`src/scbd_pkg.sv`:
```
// Purpose: shared constants and types for the serial control, data port and baud block
// Assumes: APB register bus, one word per register, 8-bit data in the low byte
// Notes:   status and configuration registers sit after the documented ones
package scbd_pkg;
   // register byte offsets
   localparam logic [7:0] OFS_CTRL2  = 8'h00;
   localparam logic [7:0] OFS_DATA   = 8'h04;
   localparam logic [7:0] OFS_BAUD   = 8'h08;
   localparam logic [7:0] OFS_RX_EXT = 8'h0C;
   localparam logic [7:0] OFS_TX_EXT = 8'h10;
   localparam logic [7:0] OFS_STATUS = 8'h14;
   localparam logic [7:0] OFS_CFG    = 8'h18;

   // reset values
   localparam logic [7:0] RST_CTRL2  = 8'h00;
   localparam logic [7:0] RST_BAUD   = 8'h00;
   localparam logic [7:0] RST_EXT    = 8'h00;
   localparam logic [7:0] RST_CFG    = 8'h00;
   localparam logic [4:0] RST_FLAGS  = 5'h18;

   // field positions
   localparam int PRE_MSB        = 7;
   localparam int PRE_LSB        = 6;
   localparam int TX_SEL_MSB     = 5;
   localparam int TX_SEL_LSB     = 3;
   localparam int RX_SEL_MSB     = 2;
   localparam int RX_SEL_LSB     = 0;
   localparam int CFG_WAKE_BIT   = 3;
   localparam int CFG_LIN_SL_BIT = 0;

   // first prescaler terminal counts (factor minus one)
   localparam logic [3:0] PRE_LAST_1  = 4'h0;
   localparam logic [3:0] PRE_LAST_3  = 4'h2;
   localparam logic [3:0] PRE_LAST_4  = 4'h3;
   localparam logic [3:0] PRE_LAST_13 = 4'hC;

   // timing counts in oversample ticks and bits
   localparam logic [3:0] TICK_LAST      = 4'hF;
   localparam logic [3:0] START_MID      = 4'h7;
   localparam logic [3:0] FRAME_LAST     = 4'h9;
   localparam logic [3:0] RX_STOP_BIT    = 4'h8;
   localparam logic [7:0] IDLE_TICK_LAST = 8'h9F;

   typedef struct packed {
      logic tx_empty_irq_en;
      logic tx_done_irq_en;
      logic rx_irq_en;
      logic quiet_line_irq_en;
      logic tx_enable;
      logic rx_enable;
      logic mute_request;
      logic send_break_ctl;
   } scbd_ctrl2_s;

   typedef struct packed {
      logic tx_buffer_empty_flag;
      logic tx_done_flag;
      logic rx_full_flag;
      logic idle_flag;
      logic overrun_flag;
   } scbd_flags_s;

   typedef enum logic [1:0] {TX_OFF = 2'b00, TX_WAIT = 2'b01, TX_IDLE = 2'b11,
                             TX_SHIFT = 2'b10} scbd_tx_e;
   typedef enum logic [1:0] {RX_OFF = 2'b00, RX_HUNT = 2'b01, RX_START = 2'b11,
                             RX_DATA = 2'b10} scbd_rx_e;
   typedef enum logic [1:0] {KIND_DATA = 2'b00, KIND_PRE = 2'b01,
                             KIND_BRK = 2'b11} scbd_kind_e;
endpackage

```
`src/scbd_serial_ctrl.sv`:
```
// Purpose: control register two, data port and baud generation of an async serial port
// Assumes: APB slave, no wait states on any access, line input is asynchronous
// Notes:   8N1 frames, 16x oversampling, no parity, no LIN header logic
`timescale 1ns/1ns
module scbd_serial_ctrl (
   // clock and reset
   input  wire logic        pclk,
   input  wire logic        presetn,
   // apb slave
   input  wire logic        psel,
   input  wire logic        penable,
   input  wire logic        pwrite,
   input  wire logic [7:0]  paddr,
   input  wire logic [31:0] pwdata,
   output logic      [31:0] prdata,
   output logic             pready,
   output logic             pslverr,
   // serial line
   input  wire logic        rxd_pin,
   output logic             txd_pin,
   // interrupt request
   output logic             serial_irq
);
   import scbd_pkg::*;

   scbd_ctrl2_s ctrl_ff;
   scbd_flags_s flags_ff;
   scbd_tx_e    tx_state_ff;
   scbd_rx_e    rx_state_ff;
   scbd_kind_e  tx_kind_ff;
   logic [7:0]  baud_ff;
   logic [7:0]  rx_ext_ff;
   logic [7:0]  tx_ext_ff;
   logic [7:0]  cfg_ff;
   logic [7:0]  tx_holding_ff;
   logic [7:0]  rx_holding_ff;
   logic        tx_full_ff;
   logic        status_seen_ff;
   logic        idle_armed_ff;
   logic [31:0] prdata_ff;
   logic        pready_ff;
   logic        pslverr_ff;
   logic        irq_ff;
   logic        txd_ff;
   logic [3:0]  pre_cnt_ff;
   logic [7:0]  tx_div_ff;
   logic [7:0]  rx_div_ff;
   logic [9:0]  tx_shift_ff;
   logic [3:0]  tx_tick_ff;
   logic [3:0]  tx_bit_ff;
   logic        pend_pre_ff;
   logic        pend_brk_ff;
   logic        te_q_ff;
   logic        sbk_q_ff;
   logic        rxd_meta_ff;
   logic        rxd_sync_ff;
   logic        rxd_prev_ff;
   logic [7:0]  rx_shift_ff;
   logic [3:0]  rx_tick_ff;
   logic [3:0]  rx_bit_ff;
   logic [7:0]  idle_cnt_ff;

   function automatic logic addr_mapped(input logic [7:0] a);
      addr_mapped = (a == OFS_CTRL2) || (a == OFS_DATA) || (a == OFS_BAUD) ||
                    (a == OFS_RX_EXT) || (a == OFS_TX_EXT) || (a == OFS_STATUS) ||
                    (a == OFS_CFG);
   endfunction

   function automatic logic [3:0] pre_last(input logic [1:0] sel);
      case (sel)
         2'b00:   pre_last = PRE_LAST_1;
         2'b01:   pre_last = PRE_LAST_3;
         2'b10:   pre_last = PRE_LAST_4;
         default: pre_last = PRE_LAST_13;
      endcase
   endfunction

   // extended divisor overrides the power-of-two divisor when nonzero
   function automatic logic [7:0] div_last(input logic [7:0] ext, input logic [2:0] sel);
      if (ext != 8'h00) begin
         div_last = 8'(ext - 8'h01);
      end else begin
         div_last = 8'((8'h01 << sel) - 8'h01);
      end
   endfunction

   // bus decode
   logic setup_ph;
   logic acc_done;
   logic bus_wr;
   logic bus_rd;
   logic wr_data;
   logic rd_data;
   logic rd_status;
   assign setup_ph  = psel & ~penable;
   assign acc_done  = psel & penable & pready_ff & ~pslverr_ff;
   assign bus_wr    = acc_done & pwrite;
   assign bus_rd    = acc_done & ~pwrite;
   assign wr_data   = bus_wr & (paddr == OFS_DATA);
   assign rd_data   = bus_rd & (paddr == OFS_DATA);
   assign rd_status = bus_rd & (paddr == OFS_STATUS);

   logic wake_addr;
   logic lin_slave;
   assign wake_addr = cfg_ff[CFG_WAKE_BIT];
   assign lin_slave = cfg_ff[CFG_LIN_SL_BIT];

   logic [7:0] rd_mux;
   always_comb begin
      rd_mux = 8'h00;
      if (paddr == OFS_CTRL2) begin
         rd_mux = ctrl_ff;
      end else if (paddr == OFS_DATA) begin
         rd_mux = rx_holding_ff;
      end else if (paddr == OFS_BAUD) begin
         rd_mux = baud_ff;
      end else if (paddr == OFS_RX_EXT) begin
         rd_mux = rx_ext_ff;
      end else if (paddr == OFS_TX_EXT) begin
         rd_mux = tx_ext_ff;
      end else if (paddr == OFS_STATUS) begin
         rd_mux = {flags_ff, 3'b000};
      end else if (paddr == OFS_CFG) begin
         rd_mux = cfg_ff & 8'h09;
      end
   end

   // data is sampled in setup so prdata comes straight from a flop
   always_ff @(posedge pclk or negedge presetn) begin
      if (!presetn) begin
         pready_ff  <= 1'b0;
         pslverr_ff <= 1'b0;
         prdata_ff  <= 32'h0000_0000;
      end else begin
         pready_ff  <= setup_ph;
         pslverr_ff <= setup_ph & ~addr_mapped(paddr);
         if (setup_ph) begin
            prdata_ff <= {24'h00_0000, rd_mux};
         end
      end
   end

   // baud generation
   logic pre_tick;
   logic tx16;
   logic rx16;
   logic [3:0] pre_lim;
   logic [7:0] tx_lim;
   logic [7:0] rx_lim;
   assign pre_lim  = pre_last(baud_ff[PRE_MSB:PRE_LSB]);
   assign tx_lim   = div_last(tx_ext_ff, baud_ff[TX_SEL_MSB:TX_SEL_LSB]);
   assign rx_lim   = div_last(rx_ext_ff, baud_ff[RX_SEL_MSB:RX_SEL_LSB]);
   assign pre_tick = ~lin_slave & (pre_cnt_ff >= pre_lim);
   assign tx16     = pre_tick & (tx_div_ff >= tx_lim);
   assign rx16     = pre_tick & (rx_div_ff >= rx_lim);

   always_ff @(posedge pclk or negedge presetn) begin
      if (!presetn) begin
         pre_cnt_ff <= 4'h0;
         tx_div_ff  <= 8'h00;
         rx_div_ff  <= 8'h00;
      end else if (lin_slave) begin
         pre_cnt_ff <= 4'h0;
         tx_div_ff  <= 8'h00;
         rx_div_ff  <= 8'h00;
      end else begin
         pre_cnt_ff <= pre_tick ? 4'h0 : 4'(pre_cnt_ff + 4'h1);
         if (pre_tick) begin
            tx_div_ff <= tx16 ? 8'h00 : 8'(tx_div_ff + 8'h01);
            rx_div_ff <= rx16 ? 8'h00 : 8'(rx_div_ff + 8'h01);
         end
      end
   end

   // configuration registers
   logic wake_evt;
   always_ff @(posedge pclk or negedge presetn) begin
      if (!presetn) begin
         baud_ff   <= RST_BAUD;
         rx_ext_ff <= RST_EXT;
         tx_ext_ff <= RST_EXT;
         cfg_ff    <= RST_CFG;
      end else if (bus_wr) begin
         if (paddr == OFS_BAUD) begin
            baud_ff <= pwdata[7:0];
         end else if (paddr == OFS_RX_EXT) begin
            rx_ext_ff <= pwdata[7:0];
         end else if (paddr == OFS_TX_EXT) begin
            tx_ext_ff <= pwdata[7:0];
         end else if (paddr == OFS_CFG) begin
            cfg_ff <= pwdata[7:0] & 8'h09;
         end
      end
   end

   always_ff @(posedge pclk or negedge presetn) begin
      if (!presetn) begin
         ctrl_ff <= RST_CTRL2;
      end else begin
         if (bus_wr && (paddr == OFS_CTRL2)) begin
            ctrl_ff <= pwdata[7:0];
            if (wake_addr && flags_ff.rx_full_flag) begin
               ctrl_ff.mute_request <= ctrl_ff.mute_request;
            end
         end
         if (wake_evt) begin
            ctrl_ff.mute_request <= 1'b0;
         end
      end
   end

   // transmitter
   logic tx_frame_end;
   logic tx_brk_req;
   logic tx_load;
   assign tx_brk_req   = ctrl_ff.send_break_ctl | pend_brk_ff;
   assign tx_frame_end = (tx_state_ff == TX_SHIFT) & tx16 & (tx_tick_ff == TICK_LAST) &
                         (tx_bit_ff == FRAME_LAST);
   assign tx_load      = (tx_state_ff == TX_IDLE) & ctrl_ff.tx_enable & ~tx_brk_req &
                         ~pend_pre_ff & tx_full_ff & ~lin_slave;

   always_ff @(posedge pclk or negedge presetn) begin
      if (!presetn) begin
         tx_holding_ff <= 8'h00;
         tx_full_ff    <= 1'b0;
      end else begin
         if (tx_load) begin
            tx_full_ff <= 1'b0;
         end
         if (wr_data) begin
            tx_holding_ff <= pwdata[7:0];
            tx_full_ff    <= 1'b1;
         end
      end
   end

   always_ff @(posedge pclk or negedge presetn) begin
      if (!presetn) begin
         te_q_ff     <= 1'b0;
         sbk_q_ff    <= 1'b0;
         pend_pre_ff <= 1'b0;
         pend_brk_ff <= 1'b0;
      end else begin
         te_q_ff  <= ctrl_ff.tx_enable;
         sbk_q_ff <= ctrl_ff.send_break_ctl;
         if (ctrl_ff.tx_enable && !te_q_ff && tx_state_ff == TX_SHIFT) begin
            pend_pre_ff <= 1'b1;
         end else if (tx_state_ff == TX_IDLE && !tx_brk_req && !lin_slave) begin
            pend_pre_ff <= 1'b0;
         end
         if (!ctrl_ff.send_break_ctl && sbk_q_ff && tx_state_ff == TX_SHIFT) begin
            pend_brk_ff <= 1'b1;
         end else if (tx_state_ff == TX_IDLE && !lin_slave) begin
            pend_brk_ff <= 1'b0;
         end
      end
   end

   // a frame in flight completes even if the enable drops, but holds while lin_slave stops the ticks
   always_ff @(posedge pclk or negedge presetn) begin
      if (!presetn) begin
         tx_state_ff <= TX_OFF;
         tx_kind_ff  <= KIND_DATA;
         tx_shift_ff <= 10'h3FF;
         tx_tick_ff  <= 4'h0;
         tx_bit_ff   <= 4'h0;
         txd_ff      <= 1'b1;
      end else begin
         case (tx_state_ff)
            TX_OFF: begin
               txd_ff     <= 1'b1;
               tx_tick_ff <= 4'h0;
               if (ctrl_ff.tx_enable) begin
                  tx_state_ff <= TX_WAIT;
               end
            end
            TX_WAIT: begin
               if (!ctrl_ff.tx_enable) begin
                  tx_state_ff <= TX_OFF;
               end else if (tx16) begin
                  tx_tick_ff <= 4'(tx_tick_ff + 4'h1);
                  if (tx_tick_ff == TICK_LAST) begin
                     tx_state_ff <= TX_IDLE;
                  end
               end
            end
            TX_IDLE: begin
               txd_ff     <= 1'b1;
               tx_tick_ff <= 4'h0;
               tx_bit_ff  <= 4'h0;
               if (!ctrl_ff.tx_enable) begin
                  tx_state_ff <= TX_OFF;
               end else if (lin_slave) begin
                  // no ticks means no frame may start, the line stays idle
                  tx_state_ff <= TX_IDLE;
               end else if (tx_brk_req) begin
                  tx_kind_ff  <= KIND_BRK;
                  tx_shift_ff <= 10'h000;
                  tx_state_ff <= TX_SHIFT;
               end else if (pend_pre_ff) begin
                  tx_kind_ff  <= KIND_PRE;
                  tx_shift_ff <= 10'h3FF;
                  tx_state_ff <= TX_SHIFT;
               end else if (tx_load) begin
                  tx_kind_ff  <= KIND_DATA;
                  tx_shift_ff <= {1'b1, tx_holding_ff, 1'b0};
                  tx_state_ff <= TX_SHIFT;
               end
            end
            default: begin
               txd_ff <= tx_shift_ff[0];
               if (tx16) begin
                  tx_tick_ff <= 4'(tx_tick_ff + 4'h1);
                  if (tx_tick_ff == TICK_LAST) begin
                     tx_shift_ff <= {1'b1, tx_shift_ff[9:1]};
                     tx_bit_ff   <= 4'(tx_bit_ff + 4'h1);
                     if (tx_bit_ff == FRAME_LAST) begin
                        tx_state_ff <= TX_IDLE;
                     end
                  end
               end
            end
         endcase
      end
   end

   // receiver: two flops before anything looks at the line
   always_ff @(posedge pclk or negedge presetn) begin
      if (!presetn) begin
         rxd_meta_ff <= 1'b1;
         rxd_sync_ff <= 1'b1;
         rxd_prev_ff <= 1'b1;
      end else begin
         rxd_meta_ff <= rxd_pin;
         rxd_sync_ff <= rxd_meta_ff;
         rxd_prev_ff <= rxd_sync_ff;
      end
   end

   logic rx_done;
   logic idle_evt;
   logic rx_keep;
   assign rx_done  = (rx_state_ff == RX_DATA) & rx16 & (rx_tick_ff == TICK_LAST) &
                     (rx_bit_ff == RX_STOP_BIT);
   assign idle_evt = (rx_state_ff == RX_HUNT) & rx16 & rxd_sync_ff &
                     (idle_cnt_ff == IDLE_TICK_LAST);
   // in mute with wake_addr set only an address mark byte gets through, and it wakes the receiver; with wake_addr clear no byte does
   assign rx_keep  = rx_done & (~ctrl_ff.mute_request | (wake_addr & rx_shift_ff[7]));
   assign wake_evt = ctrl_ff.mute_request & ((wake_addr & rx_done & rx_shift_ff[7]) |
                     (~wake_addr & idle_evt & idle_armed_ff));

   always_ff @(posedge pclk or negedge presetn) begin
      if (!presetn) begin
         rx_state_ff <= RX_OFF;
         rx_shift_ff <= 8'h00;
         rx_tick_ff  <= 4'h0;
         rx_bit_ff   <= 4'h0;
         idle_cnt_ff <= 8'h00;
      end else if (!ctrl_ff.rx_enable) begin
         rx_state_ff <= RX_OFF;
         idle_cnt_ff <= 8'h00;
      end else begin
         case (rx_state_ff)
            RX_OFF: begin
               rx_state_ff <= RX_HUNT;
            end
            RX_HUNT: begin
               rx_tick_ff <= 4'h0;
               rx_bit_ff  <= 4'h0;
               if (rxd_prev_ff && !rxd_sync_ff) begin
                  rx_state_ff <= RX_START;
                  idle_cnt_ff <= 8'h00;
               end else if (!rxd_sync_ff) begin
                  idle_cnt_ff <= 8'h00;
               end else if (rx16 && idle_cnt_ff != IDLE_TICK_LAST + 8'h01) begin
                  idle_cnt_ff <= 8'(idle_cnt_ff + 8'h01);
               end
            end
            RX_START: begin
               if (rx16) begin
                  rx_tick_ff <= 4'(rx_tick_ff + 4'h1);
                  if (rx_tick_ff == START_MID) begin
                     rx_tick_ff  <= 4'h0;
                     rx_state_ff <= rxd_sync_ff ? RX_HUNT : RX_DATA;
                  end
               end
            end
            default: begin
               if (rx16) begin
                  rx_tick_ff <= 4'(rx_tick_ff + 4'h1);
                  if (rx_tick_ff == TICK_LAST) begin
                     rx_bit_ff <= 4'(rx_bit_ff + 4'h1);
                     if (rx_bit_ff == RX_STOP_BIT) begin
                        rx_state_ff <= RX_HUNT;
                     end else begin
                        rx_shift_ff <= {rxd_sync_ff, rx_shift_ff[7:1]};
                     end
                  end
               end
            end
         endcase
      end
   end

   // on overrun the holding byte survives and the new one is dropped
   always_ff @(posedge pclk or negedge presetn) begin
      if (!presetn) begin
         rx_holding_ff <= 8'h00;
      end else if (rx_keep && !flags_ff.rx_full_flag) begin
         rx_holding_ff <= rx_shift_ff;
      end
   end

   // status flags: clears need a status read first, hardware sets win
   always_ff @(posedge pclk or negedge presetn) begin
      if (!presetn) begin
         flags_ff       <= RST_FLAGS;
         status_seen_ff <= 1'b0;
         idle_armed_ff  <= 1'b0;
      end else begin
         if (rd_status) begin
            status_seen_ff <= 1'b1;
         end else if (wr_data || rd_data) begin
            status_seen_ff <= 1'b0;
         end
         if (wr_data && status_seen_ff) begin
            flags_ff.tx_buffer_empty_flag <= 1'b0;
            flags_ff.tx_done_flag         <= 1'b0;
         end
         if (rd_data && status_seen_ff) begin
            flags_ff.rx_full_flag <= 1'b0;
            flags_ff.idle_flag    <= 1'b0;
            flags_ff.overrun_flag <= 1'b0;
         end
         if (tx_load) begin
            flags_ff.tx_buffer_empty_flag <= 1'b1;
         end
         if (tx_frame_end && tx_kind_ff == KIND_DATA) begin
            flags_ff.tx_done_flag <= 1'b1;
         end
         if (rx_keep && flags_ff.rx_full_flag) begin
            flags_ff.overrun_flag <= 1'b1;
         end else if (rx_keep) begin
            flags_ff.rx_full_flag <= 1'b1;
            idle_armed_ff         <= 1'b1;
         end
         if (idle_evt && idle_armed_ff && !ctrl_ff.mute_request) begin
            flags_ff.idle_flag <= 1'b1;
            idle_armed_ff      <= 1'b0;
         end else if (idle_evt && wake_evt) begin
            idle_armed_ff <= 1'b0;
         end
      end
   end

   always_ff @(posedge pclk or negedge presetn) begin
      if (!presetn) begin
         irq_ff <= 1'b0;
      end else begin
         irq_ff <= (ctrl_ff.tx_empty_irq_en & flags_ff.tx_buffer_empty_flag) |
                   (ctrl_ff.tx_done_irq_en & flags_ff.tx_done_flag) |
                   (ctrl_ff.rx_irq_en & (flags_ff.overrun_flag | flags_ff.rx_full_flag)) |
                   (ctrl_ff.quiet_line_irq_en & flags_ff.idle_flag);
      end
   end

   assign prdata     = prdata_ff;
   assign pready     = pready_ff;
   assign pslverr    = pslverr_ff;
   assign txd_pin    = txd_ff;
   assign serial_irq = irq_ff;
endmodule

```
`config.mk`:
```
export PLATFORM = sky130hd
export DESIGN_NAME = scbd_serial_ctrl
export DESIGN_NICKNAME = d
export VERILOG_FILES = /design/src/scbd_pkg.sv /design/src/scbd_serial_ctrl.sv
export SDC_FILE = /design/constraint.sdc
export NUM_CORES = 1
export LEC_CHECK = 0
export ABC_AREA = 1
export BUFFER_PORTS_ARGS = -buffer_cell sky130_fd_sc_hd__clkbuf_2
export CAP_MARGIN = 20
export CORE_MARGIN = 4
export CORE_UTILIZATION = 55
export CTS_BUF_LIST = sky130_fd_sc_hd__clkbuf_16
export DETAILED_ROUTE_END_ITERATION = 10
export PLACE_DENSITY = 0.75
export SETUP_SLACK_MARGIN = 0.2
export SKIP_CTS_REPAIR_TIMING = 1
export SYNTH_ARGS = -nofsm -noshare
export SYNTH_HDL_FRONTEND = slang
export SYNTH_SLANG_ARGS = --single-unit
```
`constraint.sdc`:
```
create_clock -name pclk -period 5.07 [get_ports pclk]
set_clock_uncertainty 0.1 [all_clocks]
set_input_delay 0.507 -clock pclk [delete_from_list [all_inputs] [get_ports pclk]]
set_output_delay 0.507 -clock pclk [all_outputs]
set_load 0.005 [all_outputs]
```
==> results.cfg <==
[outcome]
outcome = completed

[power]
peakVddDrop_v = 0.000282
p_leak_nw = 4.33
p_per_area_nw_per_um2 = 291

[detailed_routing]
route.detailed.drc = 0
drtIter0Drc = 721
vias_per_cell = 5.50
post_drt_wl_per_cell_um = 15.2
finalWirelength_mm = 19.2
ant_nets = 0
drtPass1Iterations = 8
vias = 6908

[cells_and_area]
fillers = 1314
antenna_cells = 0
syn_to_final_growth_pct = 9.77
seqCellArea_sq_um = 3650
multiInputGateArea_sq_um = 4130
stdcell_count = 1257
drive_gt1_frac = 0.160
layout_commonest_cell = nand2_1
utilization = 0.617
final_nets = 1145
layout_common_cells = nand2_1, inv_1, dfrtp_1, o21ai_0, nor2_1

[clock_network]
htree_levels = 4
path_clk_slew_ns = 0.07
cts_tree = done
cts_num_sinks = 145
cts_root_buf = clkbuf_16
clkLatencyLatePin_ns = 0.43
clockBufferDepth = 2
cts_buffers = 17

[global_routing]
grt_first_pass_wirelength_mm = 31.8
grt_usage = 0.223
overflow = 0
grt_pass1_vias = 6424
antenna_found_initial = 0
grt_max_degree = 114

[timing]
hold_viol = 0
finalSetupViolations = 0
slew_headroom = 0.468
fin_ws_ns = 1.42
worstMarginPinSlew_ns = 0.795
rsz0062_at_grt = false
fin_crit_ns = 3.65
slew_viol_final = 0
fmax_mhz = 274
final.period_utilization = 0.720
final.setup.tns_ns = 0

[yosys]
synth_seq_area_share = 0.427
ys_types = 57
async_reset_ff_frac = 1.00
synth_area_per_cell_sq_um = 8.39
synth_ff_type = dfrtp_1
ys_ff_latch = 145
syn_inst = 1018
netlist_area_sq_um = 8540
yosys_warnings = 0
synth-edff-count = 0

[critical_path]
cp.arrival_ns = 3.92
critical_path_required_ns = 5.34
reg2reg_slack_ns = 1.42
cp-startpoint = tx_ext_ff[5]
r2r_start = tx_ext_ff[5]
worstSetupStartpointType = flip-flop
critPathCaptureType = flip-flop
crit_end = tx_shift_ff[9]
timing.rr.end = tx_shift_ff[9]
path_max_fanout = 16
crit_type = reg2reg
r2r.worst_path.cells = 19

[die]
placementRows = 45
io_pins = 82
initial_core_util = 0.562
die_y_um = 133
core_area_sq_um = 15200
die_x_um = 133
die_area_sq_um = 17600

[placement]
routabilityCongestion = 0.917
hpwlAfterDp_mm = 13.4
dp.cells = 1223
portBuffers = 33
post-place-ws_ns = 1.47

[hold_path]
hold_path.class = in2reg

[flow_run]
max-cap-violations = 0
-- flip-flops by register name, indices dropped and copies added (netlist names), 8 cells and up, named ones only --
signal / cells
idle_cnt_ff: 8
ctrl_ff: 8
rx_holding_ff: 8
rx_div_ff: 8
baud_ff: 8
rx_shift_ff: 8
tx_ext_ff: 8
tx_div_ff: 8
tx_shift_ff: 10
rx_ext_ff: 8
tx_holding_ff: 8
prdata: 8
-- critical path, cell delays in order, from the launching register on --
cell and delay (ns):
dfrtp_1 0.41, inv_1 0.12, nand4_1 0.17, nor3_4 0.29
a31oi_1 0.24, ha_1 0.27, nand3_1 0.12, inv_1 0.05
nand2_1 0.07, xor2_1 0.08, ha_1 0.27, nand2_1 0.07
nor2_2 0.14, nand4_2 0.11, nand3_2 0.15, nand3_4 0.10
a21oi_4 0.37, nand2_2 0.25, nand2_1 0.14, o21ai_2 0.06
-- stage by stage --
step / power, mW / instance area, sq um / hold slack (ns)
6_report: 2.73 / 9370 / 0.0452
5_1_grt: 2.83 / 9370 / 0.0305
4_1_cts: 2.73 / 9340 / 0.0314
3_5_place_dp: 1.45 / 8740 / 0.249
3_3_place_gp: 1.45 / 8740 / 0.248
2_1_floorplan: 1.39 / 8630 / 0.111
-- final cells by class --
type                            instances  area share
Tap cell                              188      0.0251
Multi-Input combinational cell        712       0.440
Inverter                              144      0.0585
Sequential cell                       145       0.389
Clock inverter                         15      0.0186
Timing Repair Buffer                   36      0.0231
Clock buffer                           17      0.0454
-- worst min-delay path by stage --
stage	cells after the start	startpoint	slack (ns)	endpoint
final	1	rxd_pin	0.05	rxd_meta_ff
after global routing	1	rxd_pin	0.03	rxd_meta_ff
after CTS	1	rxd_pin	0.03	rxd_meta_ff
after detailed placement	0	rxd_meta_ff	0.25	rxd_sync_ff
after global placement	0	rxd_meta_ff	0.25	rxd_sync_ff
after floorplan	0	presetn	0.11	async pin
-- per-layer routing --
layer  wire length (um)  share of wire  track usage  vias up
met1               8400           0.44        0.295     3237
met5                  0              0            0        -
met4                425          0.022       0.0641        0
met2               9220           0.48        0.365      230
met3               1120          0.058       0.0555       44
li1                   -              -            -     3397
-- logic make-up after synthesis --
logic type      share of synthesized area
simple gates                        0.239
buf+inv                            0.0996
fa+ha+maj                          0.0630
compound gates                      0.143
other cells                      0.000439
flops                               0.427
xor+xnor                           0.0277
-- cells in the mapped netlist, drive strengths merged, types with 2 or more instances --
cell / number / area [sq um]
a21oi: 39 / 233
a31o: 3 / 26.3
a31oi: 9 / 62.6
buf: 37 / 292
clkbuf: 3 / 11.3
clkinv: 2 / 7.51
dfrtp: 129 / 3230
dfstp: 16 / 420
ha: 43 / 538
inv: 142 / 541
nand2: 232 / 918
nand3: 64 / 398
nand4: 19 / 159
nor2: 71 / 367
nor3: 18 / 118
nor4: 3 / 25.0
o2111ai: 2 / 17.5
o211ai: 3 / 22.5
o21a: 3 / 22.5
o21ai: 118 / 658
o22ai: 17 / 106
o31ai: 4 / 30.0
or2: 4 / 25.0
xnor2: 8 / 70.1
xor2: 19 / 166
-- power breakdown --
group	total (mW)	internal [mW]	switching, mW
registers	1.21	1.19	0.0210
clock network	1.29	0.741	0.550
logic	0.226	0.0760	0.150
(Power assumes the default switching activity.)
